### src/sab_pkg.sv
// Purpose: Shared constants and types of the serial autobuffer control block
// Assumes: 32-bit APB register bus, one clock, synchronous reset
// Notes:   Byte offsets are word aligned
package sab_pkg;
    localparam int unsigned SAB_AW    = 12;
    localparam int unsigned SAB_DW    = 32;
    localparam int unsigned SAB_SW    = 4;
    localparam int unsigned SAB_CW    = 16;
    localparam int unsigned SAB_LOW_W = 10;
    localparam int unsigned SAB_INT_W = 4;
    localparam int unsigned SAB_CNT_W = 8;

    localparam logic [SAB_AW-1:0] SAB_ADDR_CTRL_EXT   = 12'h000;
    localparam logic [SAB_AW-1:0] SAB_ADDR_INT_STATUS = 12'h004;
    localparam logic [SAB_AW-1:0] SAB_ADDR_INT_MASK   = 12'h008;
    localparam logic [SAB_AW-1:0] SAB_ADDR_CROSS_CNT  = 12'h00C;

    localparam logic [SAB_CW-1:0] SAB_CTRL_EXT_RESET = 16'h0003;

    localparam int unsigned SAB_BIT_RX_HALT = 15;
    localparam int unsigned SAB_BIT_RX_HALF = 14;
    localparam int unsigned SAB_BIT_RX_EN   = 13;
    localparam int unsigned SAB_BIT_TX_HALT = 12;
    localparam int unsigned SAB_BIT_TX_HALF = 11;
    localparam int unsigned SAB_BIT_TX_EN   = 10;

    localparam int unsigned SAB_INT_RX_HALF = 0;
    localparam int unsigned SAB_INT_TX_HALF = 1;
    localparam int unsigned SAB_INT_RX_STOP = 2;
    localparam int unsigned SAB_INT_TX_STOP = 3;

    localparam int unsigned SAB_CNT_RX_LSB = 0;
    localparam int unsigned SAB_CNT_TX_LSB = 8;

    localparam logic [SAB_INT_W-1:0] SAB_INT_RESET  = 4'h0;
    localparam logic [SAB_CNT_W-1:0] SAB_CNT_RESET  = 8'h00;
    localparam logic [SAB_CNT_W-1:0] SAB_CNT_STEP   = 8'h01;
    localparam logic [SAB_DW-1:0]    SAB_DATA_ZERO  = 32'h00000000;

    typedef enum logic [1:0] {
        SAB_BUS_IDLE = 2'b00,
        SAB_BUS_DONE = 2'b01
    } sab_bus_state_t;
endpackage

### src/sab_dir.sv
// Purpose: One direction of the autobuffer: enable, half flag, boundary events
// Assumes: Access and boundary inputs come from logic on the same clock
// Notes:   Accesses seen while disabled are ignored
module sab_dir
    import sab_pkg::*;
#(
    parameter int unsigned EN_BIT   = SAB_BIT_RX_EN,
    parameter int unsigned HALF_BIT = SAB_BIT_RX_HALF
) (
    input  wire logic i_clk,
    input  wire logic i_srst,
    input  wire logic i_wr,
    input  wire logic i_wr_enable,
    input  wire logic i_halt,
    input  wire logic i_access,
    input  wire logic i_boundary,
    input  wire logic i_second,
    output logic      o_enable,
    output logic      o_half,
    output logic      o_event,
    output logic      o_stop
);
    typedef struct packed {
        logic enable;
        logic half;
        logic event_p;
        logic stop;
    } sab_dir_state_t;

    sab_dir_state_t st_reg;
    sab_dir_state_t st_next;

    always_comb begin
        st_next         = st_reg;
        st_next.event_p = 1'b0;
        st_next.stop    = 1'b0;
        if (i_wr) begin
            st_next.enable = i_wr_enable;
        end
        // Halt at the boundary wins over a software write in the same cycle
        if (st_reg.enable && i_access && i_boundary) begin
            st_next.half    = i_second;
            st_next.event_p = 1'b1;
            if (i_halt) begin
                st_next.enable = 1'b0;
                st_next.stop   = 1'b1;
            end
        end
    end

    always_ff @(posedge i_clk) begin
        if (i_srst) begin
            st_reg.enable  <= SAB_CTRL_EXT_RESET[EN_BIT];
            st_reg.half    <= SAB_CTRL_EXT_RESET[HALF_BIT];
            st_reg.event_p <= 1'b0;
            st_reg.stop    <= 1'b0;
        end else begin
            st_reg <= st_next;
        end
    end

    assign o_enable = st_reg.enable;
    assign o_half   = st_reg.half;
    assign o_event  = st_reg.event_p;
    assign o_stop   = st_reg.stop;
endmodule

### src/sab_irq.sv
// Purpose: Sticky interrupt status, mask and one level interrupt line
// Assumes: Clear bits are write-one-to-clear
// Notes:   A new event beats a clear in the same cycle
module sab_irq
    import sab_pkg::*;
(
    input  wire logic                 i_clk,
    input  wire logic                 i_srst,
    input  wire logic [SAB_INT_W-1:0] i_event,
    input  wire logic                 i_clear_wr,
    input  wire logic [SAB_INT_W-1:0] i_clear_bits,
    input  wire logic                 i_mask_wr,
    input  wire logic [SAB_INT_W-1:0] i_mask_data,
    output logic      [SAB_INT_W-1:0] o_status,
    output logic      [SAB_INT_W-1:0] o_mask,
    output logic                      o_irq
);
    typedef struct packed {
        logic [SAB_INT_W-1:0] status;
        logic [SAB_INT_W-1:0] mask;
        logic                 irq;
    } sab_irq_state_t;

    sab_irq_state_t st_reg;
    sab_irq_state_t st_next;

    always_comb begin
        st_next = st_reg;
        if (i_clear_wr) begin
            st_next.status = st_reg.status & ~i_clear_bits;
        end
        st_next.status = st_next.status | i_event;
        if (i_mask_wr) begin
            st_next.mask = i_mask_data;
        end
        st_next.irq = |(st_next.status & st_next.mask);
    end

    always_ff @(posedge i_clk) begin
        if (i_srst) begin
            st_reg.status <= SAB_INT_RESET;
            st_reg.mask   <= SAB_INT_RESET;
            st_reg.irq    <= 1'b0;
        end else begin
            st_reg <= st_next;
        end
    end

    assign o_status = st_reg.status;
    assign o_mask   = st_reg.mask;
    assign o_irq    = st_reg.irq;
endmodule

### src/sab_ctrl.sv
// Purpose: Control extension register and autobuffer control of a buffered serial port
// Assumes: APB slave, one clock, the address arithmetic lives outside and reports
//          each buffer access with a boundary and half indication
// Notes:   Answers every access with one wait state
//
// Contract
// - Autobuffer control field sits in bits 15 to 10 of control extension register.
// - Reset loads the control extension register with 3; top six bits zero.
// - Receive halt set clears receive enable at the next half boundary.
// - Transmit halt set clears transmit enable at the next half boundary.
// - Read-only receive half flag shows which receive half was last filled.
// - Read-only transmit half flag shows which transmit half was last emptied.
// - Receive enable bit turns receive autobuffering on; clear means standard mode.
// - Transmit enable bit turns transmit autobuffering on; clear means standard mode.
// - Interrupt raised only when an access completes a first or second half; O_IRQ also rises when a mask write unmasks a pending status bit.
module sab_ctrl
    import sab_pkg::*;
(
    input  wire logic                 I_CORE_CLK,
    input  wire logic                 I_SRST,
    input  wire logic                 I_PSEL,
    input  wire logic                 I_PENABLE,
    input  wire logic                 I_PWRITE,
    input  wire logic [SAB_AW-1:0]    I_PADDR,
    input  wire logic [SAB_DW-1:0]    I_PWDATA,
    input  wire logic [SAB_SW-1:0]    I_PSTRB,
    output logic      [SAB_DW-1:0]    O_PRDATA,
    output logic                      O_PREADY,
    output logic                      O_PSLVERR,
    input  wire logic                 I_RX_ACCESS,
    input  wire logic                 I_RX_BOUNDARY,
    input  wire logic                 I_RX_SECOND_HALF,
    input  wire logic                 I_TX_ACCESS,
    input  wire logic                 I_TX_BOUNDARY,
    input  wire logic                 I_TX_SECOND_HALF,
    output logic                      O_RX_AUTOBUFFER_ENABLE,
    output logic                      O_TX_AUTOBUFFER_ENABLE,
    output logic                      O_RX_SERIAL_INTERRUPT,
    output logic                      O_TX_SERIAL_INTERRUPT,
    output logic      [SAB_LOW_W-1:0] O_SERIAL_PORT_CTRL,
    output logic                      O_IRQ
);
    typedef struct packed {
        sab_bus_state_t       bus_state;
        logic [SAB_DW-1:0]    prdata;
        logic                 pready;
        logic                 pslverr;
        logic                 rx_auto_halt;
        logic                 tx_auto_halt;
        logic [SAB_LOW_W-1:0] low_ctrl;
        logic [SAB_CNT_W-1:0] rx_count;
        logic [SAB_CNT_W-1:0] tx_count;
    } sab_ctrl_state_t;

    sab_ctrl_state_t st_reg;
    sab_ctrl_state_t st_next;

    // Byte lanes selected by the strobes, as a bit mask
    function automatic logic [SAB_DW-1:0] sab_lane_mask(input logic [SAB_SW-1:0] strb);
        logic [SAB_DW-1:0] m;
        m = SAB_DATA_ZERO;
        for (int i = 0; i < int'(SAB_SW); i++) begin
            m[i*8 +: 8] = {8{strb[i]}};
        end
        return m;
    endfunction

    // Merge write data into an old value through the byte strobes
    function automatic logic [SAB_DW-1:0] sab_merge(input logic [SAB_DW-1:0] old_v,
                                                    input logic [SAB_DW-1:0] data,
                                                    input logic [SAB_SW-1:0] strb);
        logic [SAB_DW-1:0] m;
        m = sab_lane_mask(strb);
        return (old_v & ~m) | (data & m);
    endfunction

    function automatic logic sab_known(input logic [SAB_AW-1:0] addr);
        return (addr == SAB_ADDR_CTRL_EXT) || (addr == SAB_ADDR_INT_STATUS) ||
               (addr == SAB_ADDR_INT_MASK) || (addr == SAB_ADDR_CROSS_CNT);
    endfunction

    logic                 rx_enable;
    logic                 tx_enable;
    logic                 rx_half;
    logic                 tx_half;
    logic                 rx_event;
    logic                 tx_event;
    logic                 rx_stop;
    logic                 tx_stop;
    logic [SAB_INT_W-1:0] int_status;
    logic [SAB_INT_W-1:0] int_mask;
    logic [SAB_INT_W-1:0] int_event;
    logic                 irq_line;
    logic [SAB_CW-1:0]    ctrl_img;
    logic [SAB_DW-1:0]    ctrl_wr_word;
    logic [SAB_DW-1:0]    mask_wr_word;
    logic [SAB_DW-1:0]    clear_word;
    logic                 wr_done;
    logic                 wr_ctrl;
    logic                 wr_status;
    logic                 wr_mask;
    logic                 wr_count;

    // Control field image in the upper six bits, serial port bits below
    always_comb begin
        ctrl_img                  = SAB_CTRL_EXT_RESET;
        ctrl_img[SAB_LOW_W-1:0]   = st_reg.low_ctrl;
        ctrl_img[SAB_BIT_RX_HALT] = st_reg.rx_auto_halt;
        ctrl_img[SAB_BIT_RX_HALF] = rx_half;
        ctrl_img[SAB_BIT_RX_EN]   = rx_enable;
        ctrl_img[SAB_BIT_TX_HALT] = st_reg.tx_auto_halt;
        ctrl_img[SAB_BIT_TX_HALF] = tx_half;
        ctrl_img[SAB_BIT_TX_EN]   = tx_enable;
    end

    // Writes take effect at the edge where the access completes
    assign wr_done   = (st_reg.bus_state == SAB_BUS_DONE) && I_PSEL && I_PENABLE &&
                       I_PWRITE && !st_reg.pslverr;
    assign wr_ctrl   = wr_done && (I_PADDR == SAB_ADDR_CTRL_EXT);
    assign wr_status = wr_done && (I_PADDR == SAB_ADDR_INT_STATUS);
    assign wr_mask   = wr_done && (I_PADDR == SAB_ADDR_INT_MASK);
    assign wr_count  = wr_done && (I_PADDR == SAB_ADDR_CROSS_CNT);

    assign ctrl_wr_word = sab_merge({{(SAB_DW-SAB_CW){1'b0}}, ctrl_img}, I_PWDATA, I_PSTRB);
    assign mask_wr_word = sab_merge({{(SAB_DW-SAB_INT_W){1'b0}}, int_mask}, I_PWDATA, I_PSTRB);
    assign clear_word   = I_PWDATA & sab_lane_mask(I_PSTRB);

    always_comb begin
        int_event                  = SAB_INT_RESET;
        int_event[SAB_INT_RX_HALF] = rx_event;
        int_event[SAB_INT_TX_HALF] = tx_event;
        int_event[SAB_INT_RX_STOP] = rx_stop;
        int_event[SAB_INT_TX_STOP] = tx_stop;
    end

    always_comb begin
        st_next        = st_reg;
        st_next.pready = 1'b0;
        case (st_reg.bus_state)
            SAB_BUS_IDLE: begin
                if (I_PSEL && I_PENABLE) begin
                    st_next.pready    = 1'b1;
                    st_next.pslverr   = !sab_known(I_PADDR);
                    st_next.bus_state = SAB_BUS_DONE;
                    st_next.prdata    = SAB_DATA_ZERO;
                    if (!I_PWRITE) begin
                        case (I_PADDR)
                            SAB_ADDR_CTRL_EXT: begin
                                st_next.prdata[SAB_CW-1:0] = ctrl_img;
                            end
                            SAB_ADDR_INT_STATUS: begin
                                st_next.prdata[SAB_INT_W-1:0] = int_status;
                            end
                            SAB_ADDR_INT_MASK: begin
                                st_next.prdata[SAB_INT_W-1:0] = int_mask;
                            end
                            SAB_ADDR_CROSS_CNT: begin
                                st_next.prdata[SAB_CNT_RX_LSB +: SAB_CNT_W] = st_reg.rx_count;
                                st_next.prdata[SAB_CNT_TX_LSB +: SAB_CNT_W] = st_reg.tx_count;
                            end
                            default: begin
                                st_next.prdata = SAB_DATA_ZERO;
                            end
                        endcase
                    end
                end
            end
            SAB_BUS_DONE: begin
                // Error flag is held until the answer is taken, then dropped
                st_next.bus_state = SAB_BUS_IDLE;
                st_next.pslverr   = 1'b0;
            end
            default: begin
                st_next.bus_state = SAB_BUS_IDLE;
                st_next.pslverr   = 1'b0;
            end
        endcase

        // Half flags are not taken from the write data: they stay hardware owned
        if (wr_ctrl) begin
            st_next.low_ctrl     = ctrl_wr_word[SAB_LOW_W-1:0];
            st_next.rx_auto_halt = ctrl_wr_word[SAB_BIT_RX_HALT];
            st_next.tx_auto_halt = ctrl_wr_word[SAB_BIT_TX_HALT];
        end

        // Boundary counters wrap; a crossing beats a clearing write
        if (wr_count) begin
            st_next.rx_count = SAB_CNT_RESET;
            st_next.tx_count = SAB_CNT_RESET;
        end
        if (rx_event) begin
            st_next.rx_count = st_next.rx_count + SAB_CNT_STEP;
        end
        if (tx_event) begin
            st_next.tx_count = st_next.tx_count + SAB_CNT_STEP;
        end
    end

    always_ff @(posedge I_CORE_CLK) begin
        if (I_SRST) begin
            st_reg.bus_state    <= SAB_BUS_IDLE;
            st_reg.prdata       <= SAB_DATA_ZERO;
            st_reg.pready       <= 1'b0;
            st_reg.pslverr      <= 1'b0;
            st_reg.rx_auto_halt <= SAB_CTRL_EXT_RESET[SAB_BIT_RX_HALT];
            st_reg.tx_auto_halt <= SAB_CTRL_EXT_RESET[SAB_BIT_TX_HALT];
            st_reg.low_ctrl     <= SAB_CTRL_EXT_RESET[SAB_LOW_W-1:0];
            st_reg.rx_count     <= SAB_CNT_RESET;
            st_reg.tx_count     <= SAB_CNT_RESET;
        end else begin
            st_reg <= st_next;
        end
    end

    // Receive side; enable and half flag reset from the control reset value
    sab_dir #(
        .EN_BIT   (SAB_BIT_RX_EN),
        .HALF_BIT (SAB_BIT_RX_HALF)
    ) u_rx_dir (
        .i_clk       (I_CORE_CLK),
        .i_srst      (I_SRST),
        .i_wr        (wr_ctrl),
        .i_wr_enable (ctrl_wr_word[SAB_BIT_RX_EN]),
        .i_halt      (st_reg.rx_auto_halt),
        .i_access    (I_RX_ACCESS),
        .i_boundary  (I_RX_BOUNDARY),
        .i_second    (I_RX_SECOND_HALF),
        .o_enable    (rx_enable),
        .o_half      (rx_half),
        .o_event     (rx_event),
        .o_stop      (rx_stop)
    );

    // Transmit side, same structure
    sab_dir #(
        .EN_BIT   (SAB_BIT_TX_EN),
        .HALF_BIT (SAB_BIT_TX_HALF)
    ) u_tx_dir (
        .i_clk       (I_CORE_CLK),
        .i_srst      (I_SRST),
        .i_wr        (wr_ctrl),
        .i_wr_enable (ctrl_wr_word[SAB_BIT_TX_EN]),
        .i_halt      (st_reg.tx_auto_halt),
        .i_access    (I_TX_ACCESS),
        .i_boundary  (I_TX_BOUNDARY),
        .i_second    (I_TX_SECOND_HALF),
        .o_enable    (tx_enable),
        .o_half      (tx_half),
        .o_event     (tx_event),
        .o_stop      (tx_stop)
    );

    sab_irq u_irq (
        .i_clk        (I_CORE_CLK),
        .i_srst       (I_SRST),
        .i_event      (int_event),
        .i_clear_wr   (wr_status),
        .i_clear_bits (clear_word[SAB_INT_W-1:0]),
        .i_mask_wr    (wr_mask),
        .i_mask_data  (mask_wr_word[SAB_INT_W-1:0]),
        .o_status     (int_status),
        .o_mask       (int_mask),
        .o_irq        (irq_line)
    );

    assign O_PRDATA               = st_reg.prdata;
    assign O_PREADY               = st_reg.pready;
    assign O_PSLVERR              = st_reg.pslverr;
    assign O_RX_AUTOBUFFER_ENABLE = rx_enable;
    assign O_TX_AUTOBUFFER_ENABLE = tx_enable;
    assign O_RX_SERIAL_INTERRUPT  = rx_event;
    assign O_TX_SERIAL_INTERRUPT  = tx_event;
    assign O_SERIAL_PORT_CTRL     = st_reg.low_ctrl;
    assign O_IRQ                  = irq_line;
endmodule

### config.mk
export PLATFORM = sky130hd
export DESIGN_NAME = sab_ctrl
export DESIGN_NICKNAME = d
export VERILOG_FILES = /design/src/sab_pkg.sv /design/src/sab_dir.sv /design/src/sab_irq.sv /design/src/sab_ctrl.sv
export SDC_FILE = /design/constraint.sdc
export NUM_CORES = 1
export LEC_CHECK = 0
export BUFFER_PORTS_ARGS = -buffer_cell sky130_fd_sc_hd__buf_2
export CAP_MARGIN = 20
export CORE_MARGIN = 10
export CORE_UTILIZATION = 34
export DETAILED_ROUTE_END_ITERATION = 10
export GPL_TIMING_DRIVEN = 0
export PLACE_DENSITY = 0.59
export SYNTH_ARGS = -nofsm -noshare
export SYNTH_HDL_FRONTEND = slang
export SYNTH_SLANG_ARGS = --single-unit
export TNS_END_PERCENT = 50
### constraint.sdc
create_clock -name I_CORE_CLK -period 2.3 [get_ports I_CORE_CLK]
set_clock_uncertainty 0.2 [all_clocks]
set_input_delay 0.115 -clock I_CORE_CLK [delete_from_list [all_inputs] [get_ports I_CORE_CLK]]
set_output_delay 0.115 -clock I_CORE_CLK [all_outputs]
set_load 0.005 [all_outputs]
# == Word-level counts from Yosys, hierarchy flattened ==
# Cells that the tools add are included.
# word_totals
register_bits,64
latchBits,0
ram_bits,0
mem_bits_ro,0
in_bits,59
memories,0
# classes
addsub,2
n_mul,0
div_mod_pow,0
n_lt_le_gt_ge,0
eq_ne,3
n_shift,0
mux,17
bitwise_logic,13
n_reduce_logical,25
# op_table
cell,count
16-bit AND,2
16-bit 2-to-1 mux,2
12-bit by 4-bit equality test with 1-bit output (second input constant),2
12-bit one-hot mux with 2 select lines,1
8-bit by 1-bit adder with 8-bit output (second input constant),2
4-bit 2-to-1 mux,4
8-bit 2-to-1 mux,2
16-bit NOT,1
16-bit OR,1
4-bit one-hot mux with 4 select lines,1
1-bit logical AND,13
4-bit AND,3
12-bit by 3-bit equality test with 1-bit output (second input constant),1
12-bit logical NOT,1
4-bit OR,2
1-bit 2-to-1 mux,6
2-bit OR reduction,3
4-bit NOT,1
4-bit OR reduction,1
1-bit logical OR,3
1-bit NOT,3
1-bit logical NOT,2
2-bit logical NOT,1
2-bit 2-to-1 mux,1
2-bit AND reduction,1

# == Logic depth before layout (Yosys ltp) ==
# Gate-level depths: netlist (run 1).
# logic_depth
word_depth,9
ltp_mapped,10
depth_no_buf,9

# == Cells and area by module ==
# Synthesis (run 1) repeated with hierarchy kept, for this count alone.
# hier_totals
hier_cells,355
hier_area_um2,3328.2
# by_module_without_submodules
module,instances,cells_each,area_per_inst_um2
sab_ctrl,1,294,2672.6
sab_irq,1,35,350.3
sab_dir,2,13,152.6

# == Least setup slack after synthesis (run 1) ==
# No wires, ideal clock.
# synth_timing
kind,input -> register
from,in I_PADDR[5]
to,"reg u_irq.st_reg, in the netlist u_irq.o_irq"
arrival_time_ns,1.882
setup_slack_ns,0.084
path_stages,5
path_buffers,0
cell_sequence,or4_1 or3_4 nor4_1 nor3_1 or4_1
# synth_via
elab_chain_len,6
elab_cells_between_ends,9
# synth_rtl
element,line_no,rtl
from (decl),sab_ctrl.sv:24,"input wire logic [SAB_AW-1:0] I_PADDR,"
12-bit by 3-bit equality test with 1-bit output,sab_ctrl.sv:120,assign wr_status = wr_done && (I_PADDR == SAB_ADDR_INT_STATUS);
1-bit logical AND,sab_ctrl.sv:120,
4-bit 2-to-1 mux,sab_irq.sv:29,if (i_clear_wr) begin
4-bit OR,sab_irq.sv:32,st_next.status = st_next.status | i_event;
4-bit AND (*),sab_irq.sv:36,st_next.irq = |(st_next.status & st_next.mask);
4-bit OR reduction (*),sab_irq.sv:36,
to (signal assigned),sab_irq.sv:45,st_reg <= st_next;
to (decl),sab_irq.sv:24,sab_irq_state_t st_reg;
# Every way passes the cells marked *; elsewhere a longest branch is shown, timed or not.
# A chain may end at the register's enable or synchronous reset.

# == Worst setup path in the final report (run 1) ==
# layout_timing
from,in I_PWRITE
to,"reg u_irq.st_reg, in the netlist u_irq.o_irq"
# layout_via
elab_chain_len,7
elab_cells_between_ends,9
# layout_rtl
element,line_no,rtl
from (decl),sab_ctrl.sv:23,"input wire logic I_PWRITE,"
1-bit logical AND (*),sab_ctrl.sv:117,assign wr_done = (st_reg.bus_state == SAB_BUS_DONE) && I_PSEL && I_PENABLE &&
1-bit logical AND (*),sab_ctrl.sv:118,I_PWRITE && !st_reg.pslverr;
1-bit logical AND,sab_ctrl.sv:120,
4-bit 2-to-1 mux,sab_irq.sv:29,
4-bit OR,sab_irq.sv:32,
4-bit AND (*),sab_irq.sv:36,
4-bit OR reduction (*),sab_irq.sv:36,
# Marks and branches as above.

==> results.json, run 1 <==
{
  "status": "completed",
  "relSlewSlack_pct": 60.20,
  "critical-path-max-stage-delay_ns": 0.53,
  "p_leak_nw": 1.803,
  "rows": 34,
  "cts_htree_levels": 3,
  "cp_cell_sequence": "dlygate4sd3_1, buf_2, nand4b_1, nor2_4, nand4b_1, buf_4, nor3b_2, nor3_1, or4_1",
  "yosys_warnings": 0,
  "clock_path_buffers": 2,
  "peakVddDrop_mv": 0.4185,
  "dp_hpwl_mm": 5.950,
  "num_vias": 2571,
  "grt_setup_unrepaired": "no",
  "yosys_register_bits": 64,
  "grt_max_degree": 11,
  "clock_sink_count": 64,
  "synth_cell_types": 39,
  "min_from": "I_PSEL",
  "place.gp.congestion": 0.8236,
  "top_layer": "met4",
  "start_kind": "primary input",
  "final_nets": 515,
  "fin_area_um2": 4061,
  "rr_worst_depth": 7,
  "core-area_um2": 8678,
  "drt.antenna.violating_nets": 0,
  "crit_fanout": 4,
  "syn_area_um2": 3029,
  "avgSynthCellArea_um2": 9.015,
  "clock_latency_ns": 0.34,
  "yosysMostFrequentCell": "dfxtp_1",
  "placedCellCount": 527,
  "final_cells": 567,
  "synth_edf_count": 0,
  "synthFlopType": "dfxtp_1",
  "synth.largest_area_cell": "dfxtp_1",
  "drc": 0,
  "async_flop_share_pct": 0,
  "grt_pass1_wl_mm": 12.92,
  "critical_path_class": "in -> reg",
  "whs_endpoint": "O_PSLVERR",
  "drive_gt1_share_pct": 32.68,
  "hold_depth": 4,
  "cp_top_family": "simple AND/OR/NAND/NOR gates",
  "drv_cap": 0,
  "wl_met2_mm": 3.666,
  "grt_pass1_vias": 2651,
  "tightest_slew_ns": 0.5970,
  "met3WireLength_um": 623,
  "clockRootBuffer": "clkbuf_8",
  "antenna_found_initial": 0,
  "first_iter_violations": 108,
  "vias_per_cell": 4.534,
  "path_buf_inv": 3,
  "die_area_um2": 13090,
  "boundaryPins": 108,
  "drt_first_pass_iters": 4,
  "r2r_end": "u_irq.o_irq",
  "path_clk_slew_ns": 0.06,
  "synth_area_leaders": "dfxtp_1 42%, buf_4 11%, mux2i_1 5.9%",
  "cpMostUsedCell": "nand4b_1",
  "seq_area_frac_synth_pct": 42.30,
  "worstPathRequired_ns": 2.31,
  "timing.rr.start": "O_PSLVERR",
  "finalSetupViolations": 0,
  "post-route-period-util_pct": 94.07,
  "fin_crit_ns": 2.164,
  "diodes": 0,
  "syn_to_final_growth_pct": 34.08,
  "cp.arrival_ns": 2.17,
  "initial_utilization_pct": 34.90,
  "portBuffers": 68,
  "wl_mm": 7.721,
  "wl_per_cell_um": 13.62,
  "slew_viol_final": 0,
  "hold_viol_final": 0,
  "yosysTopAreaCellShare_pct": 42.30,
  "grt-ovfl-total": 0,
  "r2r_slack_ns": 0.15,
  "die_width_um": 114.4,
  "placed_area_um2": 3561,
  "timing.fmax_mhz": 462.2,
  "cellPowerDensity_nw_per_um2": 564.6,
  "synth_commonest_cells": "64 x dfxtp_1, 48 x nor2_1, 43 x buf_4",
  "min_path_type": "in -> reg",
  "syn-instance-count": 336,
  "cts_tree": "yes",
  "die_h_um": 114.4,
  "wl_met1_mm": 3.330,
  "grtUsageTotal_pct": 12.19,
  "critPathSlowestCell": "or4_1",
  "n_fill_cell": 860,
  "numCtsBuffers": 9,
  "worst_setup_path_end_kind": "flip-flop"
}
==> worst max path at each step <==
stage / from / to / cells past startpoint
2_1_floorplan: I_PADDR[5] / u_irq.o_irq / 5
3_3_place_gp: I_PADDR[5] / u_irq.o_irq / 7
3_5_place_dp: I_PADDR[5] / u_irq.o_irq / 7
4_1_cts: I_PWRITE / u_irq.o_irq / 8
5_1_grt: st_reg[62] / u_irq.o_irq / 7
6_report: I_PWRITE / u_irq.o_irq / 9
==> routing by layer <==
metal  GRT usage (%)  up-vias
li1                -     1322
met1           13.91     1162
met2           19.93       77
met3           5.556       10
met4           3.592        0
met5               0        -
==> where the power goes <==
| group | internal (mW) | total [mW] | switching, mW |
|---|---|---|---|
| sequential | 1.11 | 1.11 | 0.00202 |
| combinational | 0.0788 | 0.149 | 0.0703 |
| clock | 0.618 | 1.03 | 0.414 |
| total | 1.81 | 2.29 | 0.486 |
==> cell families after synthesis <==
| family | synth area share [%] |
|---|---|
| multiplexers | 8.922 |
| adder cells (fa/ha/maj) | 0.8260 |
| other | 0.1238 |
| XOR/XNOR | 4.048 |
| AND/OR/NAND/NOR | 21.93 |
| flip-flops | 42.30 |
| buffers and inverters | 13.34 |
| AO/OA/AOI/OAI | 8.509 |
==> cell type report <==
| type | instances | area, um^2 | area share (%) |
|---|---|---|---|
| Buffer | 59 | 392.9 | 9.673 |
| Clock buffer | 14 | 182.7 | 4.498 |
| Clock inverter | 2 | 35.03 | 0.8626 |
| Inverter | 3 | 11.26 | 0.2773 |
| Multi-Input combinational cell | 225 | 1445 | 35.58 |
| Sequential cell | 64 | 1281 | 31.55 |
| Tap cell | 108 | 135.1 | 3.327 |
| Timing Repair Buffer | 92 | 578.1 | 14.23 |
==> placed cells by master (no fill, tap or decap), types with 3 or more instances in the layout <==
cell / netlist / layout
mux4_2: 4 / 4
buf_2: 2 / 70
nand4_1: 4 / 4
nor3_1: 5 / 5
nor2_1: 48 / 47
mux2i_1: 18 / 18
a211o_1: 3 / 3
nand2_1: 29 / 28
inv_1: 3 / 3
o21ai_0: 12 / 12
dlygate4sd3_1: 0 / 23
a21oi_1: 7 / 7
and2_1: 7 / 7
a22oi_1: 12 / 12
buf_4: 43 / 44
dfxtp_1: 64 / 64
xor2_1: 6 / 6
clkbuf_8: 0 / 13
nand2b_1: 4 / 4
conb_1: 1 / 16
clkbuf_1: 11 / 12
nand3_1: 11 / 11
nor2b_1: 3 / 3
nor3b_2: 0 / 4
nor4_1: 4 / 3
xnor2_1: 8 / 8
==> worst register-to-register path, stage by stage, from the launching register on <==
cell      delay [ns]
dfxtp_1         0.34
nand4b_1        0.23
nor2_4          0.19
nand4b_1        0.11
buf_4           0.19
nor3b_2         0.18
nor3_1          0.07
or4_1           0.53
==> per-stage QoR <==
step | total power [mW] | util, % | setup WS [ns] | TNS [ns] | hold slack [ns]
after floorplan | 1.206 | - | 0.08431 | 0 | 0.03286
after global placement | 1.256 | 41.03 | -0.2471 | -2.417 | 0.1504
after detailed placement | 1.257 | 41.03 | -0.2343 | -2.522 | 0.1547
after CTS | 2.315 | 46.22 | 0.03118 | 0 | 0.009216
after global routing | 2.402 | 46.80 | 0.01159 | 0 | 0.08065
final | 2.293 | 46.80 | 0.1365 | 0 | 0.05967
==> timing repair <==
item                                    4_1_cts  5_1_grt
hold endpoints to repair                     32        0
hold buffers                                 23        0
pin swaps                                     0        1
endpoints found under the setup margin        1        5
setup buffers                                 0        1
resized for setup                             1        8
No activity file was read; power rests on OpenSTA's default activity.
==> run 2, diff against run 1 <==
PLACE_DENSITY = 0.57   (was 0.59)
clock period = 2.71 ns   (was 2.3 ns; I/O delays follow)
==> results.json, run 2 (synthesis results as in run 1) <==
{
  "worst_setup_path_end_kind": "flip-flop",
  "num_vias": 2574,
  "place_ws_ns": 0.06262,
  "cp.arrival_ns": 2.66,
  "drive_gt1_share_pct": 31.00,
  "drt.antenna.violating_nets": 0,
  "hold_viol_final": 0,
  "first_iter_violations": 100,
  "syn_to_final_growth_pct": 32.26,
  "antenna_found_initial": 0,
  "timing.fmax_mhz": 380.6,
  "post-route-period-util_pct": 96.95,
  "peakVddDrop_mv": 0.2359,
  "finalSetupTns_ns": 0,
  "drv_cap": 0,
  "clock_latency_ns": 0.34,
  "setup_slack_ns": 0.08274,
  "min_path_type": "in -> reg",
  "path_clk_slew_ns": 0.07,
  "die_area_um2": 13090,
  "drt_first_pass_iters": 5,
  "grt_setup_unrepaired": "no",
  "diodes": 0,
  "status": "completed",
  "numCtsBuffers": 9,
  "drc": 0,
  "worstPathRequired_ns": 2.74,
  "clockRootBuffer": "clkbuf_8",
  "grt-ovfl-total": 0,
  "cellPowerDensity_nw_per_um2": 490.6,
  "finalSetupViolations": 0,
  "clock_sink_count": 64,
  "wl_per_cell_um": 13.74,
  "timing.rr.start": "st_reg[62]",
  "rows": 34,
  "grt_pass1_vias": 2602,
  "grt_pass1_wl_mm": 12.97,
  "cp-startpoint": "I_PADDR[9]",
  "grt_max_degree": 11,
  "layout_commonest_cell": "buf_2",
  "portBuffers": 68,
  "cts_tree": "yes",
  "slew_viol_final": 0,
  "dp_hpwl_mm": 5.982,
  "p_leak_nw": 1.778,
  "vias_per_cell": 4.548,
  "grtUsageTotal_pct": 12.20,
  "wl_mm": 7.776,
  "min_from": "I_TX_ACCESS",
  "cts_htree_levels": 3,
  "clock_path_buffers": 2,
  "fin_crit_ns": 2.627,
  "mostFrequentLayoutCells": "70 x buf_2, 64 x dfxtp_1, 48 x nor2_1",
  "die_width_um": 114.4,
  "relSlewSlack_pct": 58.15,
  "boundaryPins": 108,
  "initial_utilization_pct": 34.90,
  "critical_path_class": "in -> reg",
  "start_kind": "primary input",
  "die_h_um": 114.4,
  "n_fill_cell": 855,
  "final_nets": 514,
  "crit_fanout": 6,
  "tightest_slew_ns": 0.6277,
  "core-area_um2": 8678,
  "place.gp.congestion": 0.7938
}
==> run 2: cell count changes in the layout (fill, tap and decap cells not counted), sizes merged <==
cell / change
bufinv: +1
clkbuf: -1
dlygate4sd3: -1
==> run 2: report_power, final <==
group          switching (mW)  internal, mW  total, mW
clock                   0.354         0.543      0.897
combinational          0.0588        0.0655      0.124
sequential            0.00156         0.942      0.944
total                   0.415          1.55       1.97
==> run 2: metrics by stage <==
step / instances / hold slack (ns) / power, mW / utilization (%) / cell area [um^2]
floorplan: 351 / 0.05336 / 1.024 / - / 3085
global placement: 527 / 0.1702 / 1.066 / 41.03 / 3561
detailed placement: 527 / 0.1743 / 1.067 / 41.03 / 3561
CTS: 565 / 0.01109 / 1.980 / 46.04 / 3995
global route: 566 / 0.05267 / 2.042 / 46.16 / 4006
finish: 566 / 0.01892 / 1.966 / 46.16 / 4006
==> run 2: per-layer routing <==
layer / global-route usage, % / share of wire [%] / wire, um
met2: 18.88 / 44 / 3456
met1: 14.92 / 46 / 3551
met3: 5.031 / 8.3 / 648
met4: 4.177 / 1.5 / 119
met5: 0 / 0 / 0
==> run 2: critical path: stages <==
cell           delay (ns)
buf_2                0.09
or4_4                0.56
or3_4                0.44
nor3_4               0.20
and3_1               0.21
buf_6                0.16
mux2i_1              0.22
a211oi_2             0.06
dlygate4sd3_1        0.57
==> run 2: timing repair <==
action	4_1_cts	5_1_grt
setup endpoints to repair	0	1
buffers inserted	0	1
gates resized for setup	0	1
hold endpoints to repair	29	0
hold buffers	22	0
==> run 2: final timing paths <==
kind                                          end  slack [ns]  depth (start not counted)
worst max-delay path            u_rx_dir.o_enable        0.08                          9
worst min-delay path            u_tx_dir.o_enable        0.02                          4
worst max register to register        u_irq.o_irq        0.30                          6
worst min register to register        O_PRDATA[3]        0.25                          2
==> run 2: layout make-up <==
cell class	count	area [um^2]	share of cell area, %
multi-input cells	225	1404	35.04
flip-flops and latches	64	1281	31.98
repair buffers	91	568.0	14.18
plain buffers	59	392.9	9.806
clock buffers	13	148.9	3.716
well taps	108	135.1	3.373
clock inverters	3	65.06	1.624
inverters	3	11.26	0.2811
==> run 3, diff against run 2 <==
CORE_ASPECT_RATIO = 1.4   (was default)
CORE_UTILIZATION = 47   (was 34)
PLACE_DENSITY = 0.75   (was 0.57)
==> results.json, run 3 (synthesis results as in run 1) <==
{
  "drv_cap": 0,
  "cp.arrival_ns": 2.65,
  "cellPowerDensity_nw_per_um2": 457.5,
  "slew_viol_final": 0,
  "diodes": 0,
  "mostFrequentLayoutCells": "70 x buf_2, 64 x dfxtp_1, 48 x nor2_1",
  "wl_per_cell_um": 14.60,
  "grt_pass1_vias": 2755,
  "drc": 0,
  "p_leak_nw": 1.759,
  "clockRootBuffer": "clkbuf_8",
  "portBuffers": 68,
  "core-area_um2": 6254,
  "relSlewSlack_pct": 61.17,
  "cts_tree": "yes",
  "min_path_type": "in -> reg",
  "path_clk_slew_ns": 0.07,
  "grt_max_degree": 12,
  "grt-ovfl-total": 0,
  "worst_setup_path_end_kind": "flip-flop",
  "grtUsageTotal_pct": 15.76,
  "die_h_um": 115.0,
  "critical-path-max-stage-delay_ns": 0.58,
  "layout_commonest_cell": "buf_2",
  "fin_crit_ns": 2.617,
  "antenna_found_initial": 0,
  "critPathSlowestCell": "dlygate4sd3_1",
  "placed_area_um2": 3516,
  "drt.antenna.violating_nets": 0,
  "vias_per_cell": 5.002,
  "rows": 34,
  "grt_pass1_wl_mm": 12.70,
  "place.gp.congestion": 0.8951,
  "fin_area_um2": 3931,
  "status": "completed",
  "place_ws_ns": 0.1560,
  "syn_to_final_growth_pct": 29.78,
  "cp_top_family": "simple AND/OR/NAND/NOR gates",
  "post-route-period-util_pct": 96.57,
  "drt_first_pass_iters": 5,
  "numCtsBuffers": 9,
  "finalSetupTns_ns": 0,
  "clock_sink_count": 64,
  "finalSetupViolations": 0,
  "num_vias": 2656,
  "peakVddDrop_mv": 0.3059,
  "dp_hpwl_mm": 5.815,
  "drive_gt1_share_pct": 31.37,
  "tightest_slew_ns": 0.5824,
  "start_kind": "primary input",
  "crit_fanout": 6,
  "first_iter_violations": 146,
  "path_buf_inv": 3,
  "die_width_um": 87.85,
  "clock_path_buffers": 2,
  "die_area_um2": 10100,
  "clock_latency_ns": 0.34,
  "final_nets": 515,
  "wl_mm": 7.754,
  "worstPathRequired_ns": 2.74,
  "cts_htree_levels": 3,
  "initial_utilization_pct": 48.44,
  "cp_cell_sequence": "buf_2, or4_4, or3_4, nor3_4, and3_1, buf_6, mux2i_1, a211oi_2, dlygate4sd3_1",
  "final_util_pct": 62.87,
  "holdWs_ns": 0.008387,
  "critical_path_class": "in -> reg",
  "timing.fmax_mhz": 382.1,
  "boundaryPins": 108,
  "hold_viol_final": 0,
  "setup_slack_ns": 0.09302
}
==> run 3: cell types whose count changed in the layout (fill, tap and decap cells not counted) <==
cell,before,now
clkinvlp_4,0,3
clkbuf_1,14,12
clkinv_2,1,2
dlygate4sd3_1,22,23
bufinv_16,2,0
==> run 3: tightest hold or removal path: stages <==
cell,delay (ns)
buf_2,0.09
nand3_1,0.13
mux2i_1,0.09
nor2_1,0.07
==> run 3: path summary, 6_finish.rpt <==
kind                    start           endpoint  slack, ns  cells after the start
setup / recovery   I_PADDR[9]  u_rx_dir.o_enable       0.09                      9
hold / removal    I_TX_ACCESS    u_tx_dir.o_half      0.008                      4
hold reg to reg   O_PRDATA[0]        O_PRDATA[0]       0.26                      2
setup reg to reg   st_reg[62]        u_irq.o_irq       0.40                      6
==> run 3: report_power, final <==
group	switching (mW)	internal (mW)	total (mW)	leakage, nW
registers	0.00159	0.942	0.944	0.516
logic	0.0591	0.0656	0.125	1.16
clock network	0.377	0.353	0.730	0.0813
==> run 3: per-layer routing <==
layer	part of all wire [%]	track usage, %	vias up
met5	0	0	-
met3	9.1	4.529	16
met4	3.1	9.808	0
li1	-	-	1320
met1	37	15.84	1219
met2	51	27.63	101
==> run 3: metrics by stage <==
step,cells,power [mW]
2_1_floorplan,351,1.024
3_3_place_gp,491,1.064
3_5_place_dp,491,1.066
4_1_cts,530,1.801
5_1_grt,531,1.867
6_report,531,1.798
==> run 3: timing repair <==
action | CTS | global route
resized for setup | 0 | 1
setup buffers | 0 | 1
endpoints found under the setup margin | 0 | 2
hold endpoints to repair | 29 | 0
hold buffers | 23 | 0
==> run 3: layout make-up <==
class                   instances  area (um^2)
plain buffers                  59        392.9
fillers                       536         2322
multi-input cells             225         1404
repair buffers                 92        578.1
inverters                       3        11.26
well taps                      72        90.09
clock buffers                  11        141.4
clock inverters                 5        32.53
flip-flops and latches         64         1281
